<file path="src/logic/bkr_pkg.sv">
package bkr_pkg;
  localparam int CLK_MHZ = 100;
  localparam int NUM_CONV = 3;
  localparam int DATA_W = 8;
  localparam int ADDR_W = 4;
  localparam int CNT_W = 24;
  localparam int US_PER_MS = 1000;
  localparam int DLY_STEP_MS = 2;
  localparam int MS_CYCLES = US_PER_MS * CLK_MHZ;
  localparam int SS_TIME_US = 400;
  localparam int SS_STEPS_LOG2 = 6;
  localparam int SS_STEPS = 1 << SS_STEPS_LOG2;
  localparam int SS_CYCLES = SS_TIME_US * CLK_MHZ;
  localparam int SS_STEP_CYCLES = SS_CYCLES / SS_STEPS;

  localparam logic [1:0] REG_CODE = 2'h0;
  localparam logic [1:0] REG_CFG = 2'h1;
  localparam logic [1:0] REG_STAT = 2'h2;
  localparam int CFG_RUN = 0;
  localparam int CFG_MODE = 1;
  localparam int CFG_DLY_LSB = 2;
  localparam int CFG_UNMASK = 5;
  localparam int STAT_PG = 0;
  localparam int STAT_ALERT = 1;
  localparam int STAT_ON = 2;

  localparam logic [5:0] RST_CODE = 6'h00;
  localparam logic RST_RUN = 1'b0;
  localparam logic RST_MODE = 1'b0;
  localparam logic [2:0] RST_DLY = 3'h0;
  localparam logic RST_UNMASK = 1'b0;

  localparam logic [7:0][11:0] RANGE_BASE_MV = {12'hC80, 12'h960, 12'h7D0, 12'h640,
                                                12'h4B0, 12'h3E8, 12'h320, 12'h258};
  localparam logic [7:0][6:0] RANGE_STEP_MV = {7'h64, 7'h64, 7'h32, 7'h32, 7'h32, 7'h19, 7'h19, 7'h19};

  typedef enum logic [1:0] {BKR_OFF, BKR_DELAY, BKR_RAMP, BKR_ON} bkr_phase_t;

  typedef struct packed {
    logic below_pg;
    logic light_load;
    logic dropout;
  } bkr_sense_t;

  typedef struct packed {
    logic power_on;
    logic pwm_forced;
    logic light_save;
    logic high_side_hold;
    logic [11:0] target_mv;
  } bkr_conv_out_t;

  typedef struct packed {
    logic run;
    logic mode;
    logic [2:0] dly;
    logic unmask;
    logic [5:0] code;
    bkr_phase_t phase;
    logic [CNT_W-1:0] tick;
    logic [7:0] ms_cnt;
    logic [SS_STEPS_LOG2:0] frac;
    logic pg;
    logic alert;
    bkr_conv_out_t out;
  } bkr_conv_t;

  typedef struct packed {
    bkr_conv_t [NUM_CONV-1:0] conv;
    logic [DATA_W-1:0] rdata;
    logic alert_n;
  } bkr_state_t;

  function automatic logic [11:0] bkr_code_mv(input logic [5:0] code);
    bkr_code_mv = RANGE_BASE_MV[code[5:3]] + ({5'h00, RANGE_STEP_MV[code[5:3]]} * {9'h000, code[2:0]});
  endfunction

  function automatic logic [7:0] bkr_delay_ms(input logic [2:0] dly);
    bkr_delay_ms = (dly == 3'h0) ? 8'h00 : 8'(DLY_STEP_MS << (dly - 3'h1));
  endfunction
endpackage

</file>
<file path="src/logic/bkr_ctrl.sv">
// Operation
// - Run bit written 1 enables a converter, 0 disables it, each independently.
// - Each converter has a three-bit turn-on delay field applied before startup.
// - Delay code 0 gives 0 ms, else 2 ms doubling per step up to 128 ms.
// - Mode 0 allows light-load power saving; mode 1 forces fixed-frequency PWM always.
// - Readable power-good flag is 0 while output sits below threshold, else 1.
// - Unmasked converter falling below threshold drives the active-low alert output low.
// - Alert stays asserted until host reads that converter's power-good status.
// - Six-bit level code decodes as range base plus step in millivolts.
// - On enable the target follows a monotonic 400 us soft-start ramp.
// - Duty may reach 100 percent, high-side switch held on in dropout.
module bkr_ctrl #(
  parameter int MS_CYCLES = bkr_pkg::MS_CYCLES
) (
  // Clock and reset
  input wire logic clk,
  input wire logic reset_n,
  // Register port
  input wire logic [bkr_pkg::ADDR_W-1:0] addr,
  input wire logic [bkr_pkg::DATA_W-1:0] wdata,
  input wire logic wr,
  input wire logic rd,
  output logic [bkr_pkg::DATA_W-1:0] rdata,
  // Converter sense and control
  input wire bkr_pkg::bkr_sense_t [bkr_pkg::NUM_CONV-1:0] sense,
  output bkr_pkg::bkr_conv_out_t [bkr_pkg::NUM_CONV-1:0] conv_out,
  // Host alert
  output logic host_alert_n
);
  import bkr_pkg::*;

  bkr_state_t r;
  bkr_state_t next_r;
  logic [1:0] sel;
  logic hit;
  logic [18:0] prod;
  logic [11:0] final_mv;
  logic any_alert;

  assign rdata = r.rdata;
  assign host_alert_n = r.alert_n;
  always_comb begin
    for (int k = 0; k < NUM_CONV; k++) begin
      conv_out[k] = r.conv[k].out;
    end
  end

  always_comb begin
    next_r = r;
    prod = '0;
    final_mv = '0;
    any_alert = 1'b0;
    sel = addr[3:2];
    hit = (sel < 2'(NUM_CONV));
    next_r.rdata = '0;
    for (int i = 0; i < NUM_CONV; i++) begin
      if (wr && hit && sel == 2'(i)) begin
        unique case (addr[1:0])
          REG_CODE: next_r.conv[i].code = wdata[5:0];
          REG_CFG: begin
            next_r.conv[i].run = wdata[CFG_RUN];
            next_r.conv[i].mode = wdata[CFG_MODE];
            next_r.conv[i].dly = wdata[CFG_DLY_LSB +: 3];
            next_r.conv[i].unmask = wdata[CFG_UNMASK];
          end
          default: ;
        endcase
      end
      if (rd && hit && sel == 2'(i)) begin
        unique case (addr[1:0])
          REG_CODE: next_r.rdata = {2'h0, r.conv[i].code};
          REG_CFG: next_r.rdata = {2'h0, r.conv[i].unmask, r.conv[i].dly, r.conv[i].mode, r.conv[i].run};
          REG_STAT: begin
            next_r.rdata[STAT_PG] = r.conv[i].pg;
            next_r.rdata[STAT_ALERT] = r.conv[i].alert;
            next_r.rdata[STAT_ON] = r.conv[i].out.power_on;
            next_r.conv[i].alert = 1'b0;
          end
          default: ;
        endcase
      end
      next_r.conv[i].pg = ~sense[i].below_pg;
      // alert set after clear so a new fault wins
      if (r.conv[i].unmask && sense[i].below_pg) begin
        next_r.conv[i].alert = 1'b1;
      end
      unique case (r.conv[i].phase)
        BKR_OFF: begin
          if (r.conv[i].run) begin
            next_r.conv[i].tick = '0;
            next_r.conv[i].ms_cnt = '0;
            next_r.conv[i].frac = '0;
            next_r.conv[i].phase = (r.conv[i].dly == 3'h0) ? BKR_RAMP : BKR_DELAY;
          end
        end
        BKR_DELAY: begin
          if (r.conv[i].tick == CNT_W'(MS_CYCLES - 1)) begin
            next_r.conv[i].tick = '0;
            next_r.conv[i].ms_cnt = r.conv[i].ms_cnt + 8'h01;
            // A shorter delay written in mid-count must still end the wait, so the test is not an equality.
            if (r.conv[i].ms_cnt + 8'h01 >= bkr_delay_ms(r.conv[i].dly)) begin
              next_r.conv[i].phase = BKR_RAMP;
            end
          end else begin
            next_r.conv[i].tick = r.conv[i].tick + CNT_W'(1);
          end
        end
        BKR_RAMP: begin
          // fixed-rate steps keep the ramp length independent of code
          if (r.conv[i].tick == CNT_W'(SS_STEP_CYCLES - 1)) begin
            next_r.conv[i].tick = '0;
            next_r.conv[i].frac = r.conv[i].frac + 7'h01;
            if (r.conv[i].frac + 7'h01 == 7'(SS_STEPS)) begin
              next_r.conv[i].phase = BKR_ON;
            end
          end else begin
            next_r.conv[i].tick = r.conv[i].tick + CNT_W'(1);
          end
        end
        BKR_ON: ;
      endcase
      if (!r.conv[i].run) begin
        next_r.conv[i].phase = BKR_OFF;
        next_r.conv[i].tick = '0;
        next_r.conv[i].ms_cnt = '0;
        next_r.conv[i].frac = '0;
      end
      final_mv = bkr_code_mv(next_r.conv[i].code);
      prod = {7'h00, final_mv} * {12'h000, next_r.conv[i].frac};
      next_r.conv[i].out.power_on = (next_r.conv[i].phase == BKR_RAMP) || (next_r.conv[i].phase == BKR_ON);
      unique case (next_r.conv[i].phase)
        BKR_ON: next_r.conv[i].out.target_mv = final_mv;
        BKR_RAMP: next_r.conv[i].out.target_mv = prod[17:6];
        default: next_r.conv[i].out.target_mv = '0;
      endcase
      // light-load saving only with mode 0
      next_r.conv[i].out.pwm_forced = next_r.conv[i].mode;
      next_r.conv[i].out.light_save = next_r.conv[i].out.power_on && !next_r.conv[i].mode && sense[i].light_load;
      next_r.conv[i].out.high_side_hold = next_r.conv[i].out.power_on && sense[i].dropout;
      any_alert = any_alert | next_r.conv[i].alert;
    end
    next_r.alert_n = ~any_alert;
  end

  always_ff @(posedge clk) begin
    if (!reset_n) begin
      r <= '0;
      r.alert_n <= 1'b1;
      for (int j = 0; j < NUM_CONV; j++) begin
        r.conv[j].run <= RST_RUN;
        r.conv[j].mode <= RST_MODE;
        r.conv[j].dly <= RST_DLY;
        r.conv[j].unmask <= RST_UNMASK;
        r.conv[j].code <= RST_CODE;
        r.conv[j].phase <= BKR_OFF;
      end
    end else begin
      r <= next_r;
    end
  end

  for (genvar g = 0; g < NUM_CONV; g++) begin : g_chk
    alert_set_a: assert property (@(posedge clk) disable iff (!reset_n)
      r.conv[g].unmask && sense[g].below_pg |=> r.conv[g].alert && !host_alert_n)
      else $error("unmasked fault did not raise alert");
    alert_hold_a: assert property (@(posedge clk) disable iff (!reset_n)
      r.conv[g].alert && !(rd && addr == {2'(g), REG_STAT}) |=> r.conv[g].alert)
      else $error("alert dropped without status read");
    pg_flag_a: assert property (@(posedge clk) disable iff (!reset_n)
      sense[g].below_pg |=> !r.conv[g].pg)
      else $error("power good set while below threshold");
    run_off_a: assert property (@(posedge clk) disable iff (!reset_n)
      !r.conv[g].run |=> r.conv[g].phase == BKR_OFF && !conv_out[g].power_on)
      else $error("converter on with run bit clear");
    zero_delay_a: assert property (@(posedge clk) disable iff (!reset_n)
      r.conv[g].phase == BKR_OFF && r.conv[g].run && r.conv[g].dly == 3'h0 |=> r.conv[g].phase == BKR_RAMP)
      else $error("zero delay did not start ramp at once");
    delay_seq_a: assert property (@(posedge clk) disable iff (!reset_n)
      r.conv[g].phase == BKR_DELAY |-> r.conv[g].frac == 7'h00 && !conv_out[g].power_on)
      else $error("output started during turn-on delay");
    ramp_mono_a: assert property (@(posedge clk) disable iff (!reset_n)
      r.conv[g].phase == BKR_RAMP && $past(r.conv[g].phase) == BKR_RAMP && $stable(r.conv[g].code)
      |-> conv_out[g].target_mv >= $past(conv_out[g].target_mv))
      else $error("soft-start target fell");
    level_dec_a: assert property (@(posedge clk) disable iff (!reset_n)
      r.conv[g].phase == BKR_ON |-> conv_out[g].target_mv == bkr_code_mv(r.conv[g].code))
      else $error("target does not match level code");
    mode_pwm_a: assert property (@(posedge clk) disable iff (!reset_n)
      conv_out[g].light_save |-> !r.conv[g].mode && conv_out[g].power_on)
      else $error("light-load saving with forced PWM");
    hold_on_a: assert property (@(posedge clk) disable iff (!reset_n)
      conv_out[g].high_side_hold |-> conv_out[g].power_on)
      else $error("high-side hold while converter off");
    delay_entry_a: assert property (@(posedge clk) disable iff (!reset_n)
      r.conv[g].phase == BKR_OFF && r.conv[g].run && r.conv[g].dly != 3'h0 |=> r.conv[g].phase == BKR_DELAY)
      else $error("nonzero delay did not enter delay phase");
    pwm_mode_a: assert property (@(posedge clk) disable iff (!reset_n)
      conv_out[g].pwm_forced == r.conv[g].mode)
      else $error("forced PWM output differs from mode bit");
    pg_good_a: assert property (@(posedge clk) disable iff (!reset_n)
      !sense[g].below_pg |=> r.conv[g].pg)
      else $error("power good clear while above threshold");
    read_idle_a: assert property (@(posedge clk) disable iff (!reset_n)
      !rd |=> rdata == 8'h00)
      else $error("read data present without a read");
    alert_pin_a: assert property (@(posedge clk) disable iff (!reset_n)
      r.conv[g].alert |-> !host_alert_n)
      else $error("pending alert not shown on output");
    // A fault that persists through the read re-arms the alert, so only a quiet read must clear it.
    alert_clear_a: assert property (@(posedge clk) disable iff (!reset_n)
      r.conv[g].alert && rd && addr == {2'(g), REG_STAT} && !(r.conv[g].unmask && sense[g].below_pg)
      |=> !r.conv[g].alert)
      else $error("status read did not clear alert");
  end
endmodule

</file>
<file path="config.mk">
export PLATFORM = sky130hd
export DESIGN_NAME = bkr_ctrl
export DESIGN_NICKNAME = d
export VERILOG_FILES = /design/src/logic/bkr_pkg.sv /design/src/logic/bkr_ctrl.sv
export SDC_FILE = /design/constraint.sdc
export NUM_CORES = 1
export LEC_CHECK = 0
export ABC_AREA = 1
export ABC_CLOCK_PERIOD_IN_PS = 11600
export BUFFER_PORTS_ARGS = -buffer_cell sky130_fd_sc_hd__buf_4
export CAP_MARGIN = 15
export CORE_MARGIN = 3
export CORE_UTILIZATION = 50
export DETAILED_ROUTE_END_ITERATION = 8
export GPL_ROUTABILITY_DRIVEN = 0
export GPL_TIMING_DRIVEN = 0
export PLACE_DENSITY = 0.78
export REMOVE_ABC_BUFFERS = 1
export SYNTH_ARGS = -nofsm -noshare
export SYNTH_HDL_FRONTEND = slang
export SYNTH_SLANG_ARGS = --single-unit
</file>
<file path="constraint.sdc">
create_clock -name clk -period 11.6 [get_ports clk]
set_input_delay 1.16 -clock clk [delete_from_list [all_inputs] [get_ports clk]]
set_output_delay 1.16 -clock clk [all_outputs]
set_load 0.005 [all_outputs]
</file>
==> results of run 1 <==
==> worst min-delay path, cell delays in order, from the launching register on <==
cell and delay (ns):
dfxtp_1 0.31, nand2_1 0.06, a21oi_1 0.06
==> power by group through the flow <==
stage | combinational, mW | sequential, mW | clock (mW)
floorplan | 0.0870 | 0.768 | 0
global placement | 0.132 | 0.769 | 0
detailed placement | 0.134 | 0.769 | 0
CTS | 0.135 | 0.752 | 0.905
global route | 0.151 | 0.752 | 0.935
finish | 0.135 | 0.752 | 0.883
==> flip-flops by register name, indices dropped and copies added, names as in the netlist <==
signal        flops
host_alert_n      1
r               162
rdata             6
conv_out         48
==> worst paths after layout <==
check	startpoint	endpoint	slack, ns	depth (start not counted)
setup / recovery	addr[0]	conv_out[42]$_SDFF_PN0_	2.57	35
hold reg to reg	r[65]$_SDFFE_PN0P_	r[65]$_SDFFE_PN0P_	0.47	2
setup reg to reg	r[71]$_SDFF_PN0_	conv_out[6]$_SDFF_PN0_	3.62	29
hold / removal	r[65]$_SDFFE_PN0P_	r[65]$_SDFFE_PN0P_	0.47	2
==> cells by family after synthesis <==
group                      Yosys count
and+or+nand+nor                   1357
DFF                                217
AOI/OAI and AO/OA                  412
xor gates and xnor gates            78
other                                1
buffers and inverters              705
adders and majority gates          351
==> cells in the mapped netlist (all sizes together) (2+ instances only) <==
| library cell | count |
|---|---|
| dfxtp | 217 |
| o31ai | 2 |
| nand2 | 622 |
| ha | 174 |
| o221ai | 3 |
| nor4 | 20 |
| o22ai | 18 |
| inv | 593 |
| o211ai | 14 |
| a211oi | 3 |
| o21a | 7 |
| clkbuf | 33 |
| a31oi | 6 |
| a221oi | 8 |
| nand3 | 170 |
| nor3 | 54 |
| a31o | 4 |
| a21o | 6 |
| o311ai | 2 |
| nor3b | 2 |
| nor2 | 411 |
| nand3b | 18 |
| a21oi | 188 |
| fa | 177 |
| o21bai | 19 |
| o21ai | 120 |
| and3 | 3 |
| or2 | 19 |
| a22oi | 2 |
| buf | 70 |
| clkinv | 9 |
| nand4 | 34 |
| xor2 | 60 |
| xnor2 | 18 |
| and2 | 3 |
==> cell type report <==
type | count | area (µm²)
fill | 4217 | 19600
multi-input combinational | 2200 | 14800
sequential | 217 | 4340
inverter | 602 | 2280
clock buffer | 34 | 763
tap | 585 | 732
timing repair buffer | 78 | 606
clock inverter | 13 | 173
antenna | 1 | 2.50
==> layer usage <==
| layer | global-route usage | part of all wire | vias up | wire length (µm) |
|---|---|---|---|---|
| li1 | - | - | 9795 | - |
| met1 | 0.303 | 0.45 | 9162 | 23300 |
| met4 | 0.0565 | 0.021 | 2 | 1080 |
| met5 | 0 | 0.00039 | - | 20 |
| met2 | 0.371 | 0.46 | 548 | 23600 |
| met3 | 0.0317 | 0.064 | 80 | 3280 |
==> stage by stage <==
step / power (mW) / hold slack [ns] / cells / cell area [µm²]
after global placement: 0.900 / 0.451 / 3681 / 22800
after global routing: 1.84 / 0.499 / 3730 / 23700
after floorplan: 0.855 / 0.441 / 3019 / 21500
final: 1.77 / 0.472 / 3730 / 23700
after detailed placement: 0.902 / 0.461 / 3682 / 22800
after CTS: 1.79 / 0.471 / 3729 / 23700
==> qor.txt, run 1 <==
Via count of the first global-routing pass = 18800
Final hold vios = 0
Die Height = 216 µm
Syn Inst Count = 3121
DR DRC count = 0
Max-cap viol count = 0
Max Freq = 111 MHz
Largest family of logic cells by synthesized area = simple AND/OR/NAND/NOR gates
Rel. slew slack = 0.316
Multiplexer area fraction after synthesis = 0
DRT antenna net count = 0
Synthesized area per cell = 7.07 µm²
Total CTS buffers = 28
Post-synth cell types = 75
Overflow after GRT = 0
Synth Flop Type = dfxtp_1
Via count = 19600
Simple-gate share of the synthesized area = 0.270
Area fraction in compound gates after synthesis = 0.110
Worst-Margin Slew = 1.02 ns
Static Leak = 11.7 nW
Global-route wire length before repair = 88700 µm
Skew-Pair Late Insertion Delay = 0.58 ns
Net switching fraction of the power = 0.255
Slew Viols, Final = 0
CP required = 12.11 ns
CP max stage delay = 0.55 ns
RSZ-0062 raised after global routing = false
Final wirelength = 51400 µm
Initial antenna violation count = 2
Mapped cell area = 22100 µm²
Status = finished clean
Flop pwr share = 0.425
Critical path capture point type = register
Top post-synthesis cells by area = dfxtp_1 (20%), fa_1 (16%), nand2_1 (10%), ha_1 (9.9%), inv_1 (9.7%)
WP buf/inv = 7
Die area = 46700 µm²
Crit path time final = 9.03 ns
Worst setup SP type = primary input
VDD IR-drop max = 0.117 mV
Root buffer cell = clkbuf_16
Clock sinks = 217
CTS max path bufs = 3
IO Pins = 82
Via-per-instance ratio = 5.25
CTS tree = built
Crit Path Category = in2reg
WP data arrival = 9.54 ns
CP max stage cell = fa_1
Hold Path Class = reg2reg
First-pass detailed-route iteration total = 5
Total track usage = 0.222
Row count = 76
Xor/xnor share of the synthesized area = 0.0330
Commonest non-fill, non-tap cell in the layout = nand2_1
PD cells = 74.6 nW/µm²
Core area = 43400 µm²
Sequential fraction of the synthesis area = 0.197
Setup TNS = 0 ns
Synth Register Bits = 217
Chip Width = 216 µm
Number of gates resized after CTS = 0
Layout cells sized above 1 = 0.0763
Crit path max fanout = 19
Synth area leader = dfxtp_1
Dpl ws = 2.04 ns
# Post-CTS Setup Buffers = 0
Final Worst Setup Slack = 2.57 ns
H-Tree Depth = 1
Pin count of the biggest net entering global routing = 68
Int Power = 1.32 mW
Synth top area share = 0.197
Reg clk slew, reported paths = 0.06 ns
WL/cell = 13.8 µm
DP Wirelength = 40300 µm
Final period utilization = 0.779
Finish-stage setup viols = 0
Starting DRT DRC Count = 1439
Largest delay share family, worst path = adder cells
Synth warn = 0
Util after Layout = 0.548
Initial Utilization = 0.509
Area Overhead vs Synth = 7.54%
Most frequent cells in the layout = nand2_1 (598), inv_1 (571), nor2_1 (391), dfxtp_1 (217), a21oi_1 (184)
EDFF count, synth = 0
Ys async rst share = 0
Adder-cell area share of the yosys netlist = 0.259
Combinational fraction of design power = 0.077
Clock skew = 0.0283 ns
Most numerous cell on the critical path = fa_1
PortBufs = 77
Nets = 3503
Hold buffers post-CTS = 0
Net Switching = 0.452 mW
Clock power share = 0.499
Note: power is estimated with default switching activity, not from simulation.
==> inputs of run 2 (changes only) <==
--- a/config.mk
+++ b/config.mk
@@ -6,7 +6,7 @@
 export NUM_CORES = 1
 export LEC_CHECK = 0
 export ABC_AREA = 1
-export ABC_CLOCK_PERIOD_IN_PS = 11600
+export ABC_CLOCK_PERIOD_IN_PS = 9100
 export BUFFER_PORTS_ARGS = -buffer_cell sky130_fd_sc_hd__buf_4
 export CAP_MARGIN = 15
 export CORE_MARGIN = 3
==> constraint.sdc (replaced) <==
create_clock -name clk -period 9.1 [get_ports clk]
set_input_delay 0.91 -clock clk [delete_from_list [all_inputs] [get_ports clk]]
set_output_delay 0.91 -clock clk [all_outputs]
set_load 0.005 [all_outputs]
==> run 2 against run 1 <==
Against the previous run:
- die area unchanged
- critical path type unchanged
- largest power group unchanged
- clock-buffer cell count unchanged
- total power increased by 27%
- global-route usage unchanged
- worst setup slack got worse by 2.1 ns
- clock skew decreased by 0.0016 ns
- sequential share of layout area about the same
- final cell count unchanged
- first-iteration DRC count increased by 6.2%
- utilization increased by 0.087 points
- flip-flop and latch count unchanged
- combinational power increased by 29%
==> qor.txt, run 2 (synthesized netlist as in run 1, its figures left out) <==
Status = finished clean
Die area = 46700 µm²
GRT Max-Usage Layer = met2
Pin count of the biggest net entering global routing = 68
H-Tree Depth = 1
Chip Width = 216 µm
# Post-CTS Setup Buffers = 0
Hold path start = r[65]$_SDFFE_PN0P_
WP data arrival = 9.14 ns
Crit path max fanout = 19
Via count = 19500
Layout cells sized above 1 = 0.0776
CP max stage cell = fa_1
Max-cap viol count = 0
Crit path time final = 8.64 ns
VDD IR-drop max = 0.149 mV
Area Overhead vs Synth = 7.71%
DRT antenna net count = 0
Worst-Margin Slew = 1.02 ns
Global-route wire length before repair = 88700 µm
Nets = 3503
Hold buffers post-CTS = 0
Total track usage = 0.222
Initial Utilization = 0.509
Placed Cells = 3682
Most frequent cells in the layout = nand2_1 (598), inv_1 (571), nor2_1 (391), dfxtp_1 (217), a21oi_1 (184)
Rel. slew slack = 0.315
Die Height = 216 µm
IO Pins = 82
GR Util met1 = 0.303
WL/cell = 13.8 µm
Starting DRT DRC Count = 1528
CTS max path bufs = 3
Max Freq = 116 MHz
CTS tree = built
Overflow after GRT = 0
First-pass detailed-route iteration total = 6
Commonest non-fill, non-tap cell in the layout = nand2_1
Register-to-Register Setup Slack = 1.28 ns
WHS Endpoint = r[65]$_SDFFE_PN0P_
Crit Path Category = in2reg
Most numerous cell on the critical path = fa_1
Top reg by flops = r
Number of gates resized after CTS = 0
Critical path capture point type = register
Setup TNS = 0 ns
PortBufs = 77
Static Leak = 11.7 nW
Total CTS buffers = 28
Slew Viols, Final = 0
Final hold vios = 0
Clock skew = 0.0267 ns
Hold depth = 2
Clock sinks = 217
Met2 Track Usage GR = 0.371
Core area = 43400 µm²
Reg2Reg Depth = 34
Reg2Reg Launch Point = r[213]$_SDFF_PN0_
Reg-to-Reg End = conv_out[42]$_SDFF_PN0_
Reg clk slew, reported paths = 0.06 ns
PD cells = 94.9 nW/µm²
Fin cells = 3730
Finish-stage setup viols = 0
Final wirelength = 51300 µm
Via-per-instance ratio = 5.23
Worst setup SP type = primary input
Met3 Usage GRT = 0.0317
Max reg flops = 162
Final period utilization = 0.949
DP Wirelength = 40300 µm
CP required = 9.60 ns
DR DRC count = 0
CP max stage delay = 0.55 ns
Hold Path Class = reg2reg
RSZ-0062 raised after global routing = false
Initial antenna violation count = 2
Root buffer cell = clkbuf_16
Via count of the first global-routing pass = 18800
Row count = 76
Skew-Pair Late Insertion Delay = 0.58 ns
[run 2: cell counts in the layout (fill, tap and decap cells not counted)]
No cell type changed its count.
[run 2: area by class of cell]
class | count | area [µm²]
timing repair buffer | 78 | 606
multi-input combinational | 2200 | 14900
fill | 4213 | 19600
antenna | 1 | 2.50
sequential | 217 | 4340
tap | 585 | 732
clock inverter | 13 | 173
clock buffer | 34 | 763
inverter | 602 | 2280
[run 2: worst max path at each step]
stage,start,end
after floorplan,addr[0],conv_out[6]$_SDFF_PN0_
after global placement,addr[0],conv_out[6]$_SDFF_PN0_
after detailed placement,addr[0],conv_out[42]$_SDFF_PN0_
after CTS,addr[0],conv_out[42]$_SDFF_PN0_
after global routing,addr[0],conv_out[27]$_SDFF_PN0_
final,addr[0],conv_out[42]$_SDFF_PN0_
[run 2: critical path: cells and delay by family]
| kind | cells | cell delay [ns] |
|---|---|---|
| AOI/OAI and AO/OA | 9 | 1.64 |
| xor gates and xnor gates | 1 | 0.40 |
| adders and majority gates | 9 | 3.97 |
| buffers and inverters | 6 | 0.39 |
| and+or+nand+nor | 12 | 1.80 |
[run 2: where the power goes]
| part | switching (mW) | total (mW) | leakage (nW) | internal (mW) |
|---|---|---|---|---|
| logic | 0.126 | 0.174 | 9.53 | 0.0479 |
| clock network | 0.445 | 1.12 | 0.466 | 0.679 |
| registers | 0.00413 | 0.959 | 1.75 | 0.955 |
[run 2: per-layer routing]
metal	vias to the layer above	routed length, µm
met5	-	20
met4	2	1090
met1	9098	23300
met3	85	3290
met2	553	23600
li1	9788	-
[run 2: through the flow]
stage	hold slack, ns	worst slack, ns	power [mW]	cell area, µm²	utilization
after global placement	0.451	-0.269	1.15	22800	0.525
after floorplan	0.441	0.742	1.09	21500	-
after CTS	0.471	0.382	2.28	23700	0.547
after global routing	0.488	0.0125	2.35	23800	0.548
after detailed placement	0.461	-0.214	1.15	22800	0.526
final	0.472	0.463	2.26	23800	0.548
==> inputs of run 3 (changes only) <==
--- a/config.mk
+++ b/config.mk
@@ -9,8 +9,10 @@
 export ABC_CLOCK_PERIOD_IN_PS = 9100
 export BUFFER_PORTS_ARGS = -buffer_cell sky130_fd_sc_hd__buf_4
 export CAP_MARGIN = 15
+export CORE_ASPECT_RATIO = 1.25
 export CORE_MARGIN = 3
 export CORE_UTILIZATION = 50
+export CTS_BUF_LIST = sky130_fd_sc_hd__clkbuf_2
 export DETAILED_ROUTE_END_ITERATION = 8
 export GPL_ROUTABILITY_DRIVEN = 0
 export GPL_TIMING_DRIVEN = 0
==> run 3 against run 2 <==
Against the previous run:
- utilization fell by 0.77 points
- die area barely moved
- maximum frequency rose by 3.0%
- combinational power rose by 2%
- flip-flop and latch count did not move
- total power fell by 13%
- critical path type unchanged
- largest cell class unchanged
- largest power group is now registers
==> qor.txt, run 3 (synthesized netlist as in run 1, its figures left out) <==
Fin cells = 3770
DR DRC count = 0
Starting DRT DRC Count = 1216
Rel. slew slack = 0.266
Final wirelength = 53400 µm
Skew-Pair Late Insertion Delay = 1.08 ns
DP Wirelength = 41600 µm
Critical path capture point type = register
Global-route wire length before repair = 90100 µm
Net Switching = 0.584 mW
IO Pins = 82
Most frequent cells in the layout = nand2_1 (598), inv_1 (571), nor2_1 (391), dfxtp_1 (217), a21oi_1 (184)
First-pass detailed-route iteration total = 5
VDD IR-drop max = 0.0988 mV
CTS tree = built
Commonest non-fill, non-tap cell in the layout = nand2_1
Combinational fraction of design power = 0.090
Fillers = 4219
H-Tree Depth = 2
Top reg by flops = r
Via count = 19900
Most numerous cell on the critical path = fa_1
Net switching fraction of the power = 0.297
# Post-CTS Setup Buffers = 0
Chip Width = 194 µm
Worst-Margin Slew = 1.10 ns
WP data arrival = 9.25 ns
CP max stage cell = fa_1
Total CTS buffers = 58
Instance area after placement = 22800 µm²
RSZ-0062 raised after global routing = false
Clock sinks = 217
Fin area = 23500 µm²
PortBufs = 77
Die Height = 241 µm
Crit Path Category = in2reg
Status = finished clean
Hold path start = sense[6]
Number of gates resized after CTS = 0
Via count of the first global-routing pass = 19300
Max Freq = 119 MHz
Flop pwr share = 0.488
Initial Utilization = 0.509
CP required = 9.96 ns
Layout cells sized above 1 = 0.0891
Die area = 46700 µm²
Final hold vios = 0
PD cells = 83.7 nW/µm²
Reg-to-Reg End = conv_out[6]$_SDFF_PN0_
Reg2Reg Launch Point = r[71]$_SDFF_PN0_
Crit path time final = 8.39 ns
Hold Path Class = in2reg
Register-to-Register Setup Slack = 0.99 ns
Static Leak = 11.7 nW
Hold depth = 3
Core area = 43400 µm²
Root buffer cell = clkbuf_2
Max-cap viol count = 0
Area Overhead vs Synth = 6.28%
Register area = 4340 µm²
Total track usage = 0.228
CP max stage delay = 0.55 ns
Initial antenna violation count = 2
DRT antenna net count = 0
Slew Viols, Final = 0
Crit path max fanout = 19
Pin count of the biggest net entering global routing = 83
Clock skew = 0.0899 ns
Clock power share = 0.422
Int Power = 1.38 mW
Overflow after GRT = 0
Reg2Reg Depth = 29
Via-per-instance ratio = 5.28
Reg clk slew, reported paths = 0.08 ns
WHS Endpoint = conv_out[44]$_SDFF_PN0_
Worst setup SP type = primary input
Multi-input logic area = 14800 µm²
Row count = 85
Placed Cells = 3662
WL/cell = 14.2 µm
Final period utilization = 0.922
Max reg flops = 162
Nets = 3540
Finish-stage setup viols = 0
CTS max path bufs = 3
==> run 3: what timing repair did <==
action	in CTS	in global routing
endpoints found under the setup margin	0	0
hold endpoints to repair	6	1
hold buffers	6	1
==> run 3: area by class of cell <==
type,count,area share
antenna,5,0.000533
clock buffer,79,0.0169
clock inverter,17,0.00880
inverter,602,0.0973
multi-input combinational,2200,0.632
sequential,217,0.185
tap,565,0.0301
timing repair buffer,85,0.0288
==> run 3: power groups by stage <==
stage	clock, mW	sequential, mW	combinational, mW
finish	0.829	0.958	0.178
global route	0.908	0.959	0.196
CTS	0.861	0.958	0.176
detailed placement	0	0.980	0.173
global placement	0	0.980	0.170
floorplan	0	0.979	0.111
==> run 3: critical path, delay by kind of cell <==
family          cells  cell delay [ns]
simple gates        9             1.60
xor+xnor            1             0.49
buf+inv             6             0.51
compound gates      6             1.36
fa+ha+maj          10             4.36
==> run 3: metrics by stage <==
| step | setup WS (ns) | hold WS (ns) | total power [mW] | TNS [ns] | util |
|---|---|---|---|---|---|
| 6_report | 0.713 | 0.0763 | 1.96 | 0 | 0.541 |
| 5_1_grt | 0.334 | -0.0391 | 2.06 | 0 | 0.541 |
| 4_1_cts | 0.831 | 0.00533 | 1.99 | 0 | 0.540 |
| 3_5_place_dp | -0.345 | 0.462 | 1.15 | -1.52 | 0.525 |
| 3_3_place_gp | -0.347 | 0.452 | 1.15 | -1.97 | 0.524 |
| 2_1_floorplan | 0.742 | 0.441 | 1.09 | 0 | - |
==> run 3: worst max-delay path by stage <==
stage,start,to,slack (ns),cells after the start
final,addr[0],conv_out[6]$_SDFF_PN0_,0.71,32
after global routing,addr[0],conv_out[11]$_SDFF_PN0_,0.33,32
after CTS,addr[0],conv_out[6]$_SDFF_PN0_,0.83,32
after detailed placement,addr[0],conv_out[11]$_SDFF_PN0_,-0.34,32
after global placement,addr[0],conv_out[11]$_SDFF_PN0_,-0.35,31
after floorplan,addr[0],conv_out[6]$_SDFF_PN0_,0.74,31
==> run 3: routing by layer <==
metal | vias to the layer above | track usage | routed length, µm
li1 | 9873 | - | -
met1 | 9374 | 0.278 | 22200
met2 | 535 | 0.407 | 26500
met3 | 140 | 0.0356 | 2830
met4 | 0 | 0.0869 | 1820
met5 | - | 0 | 0
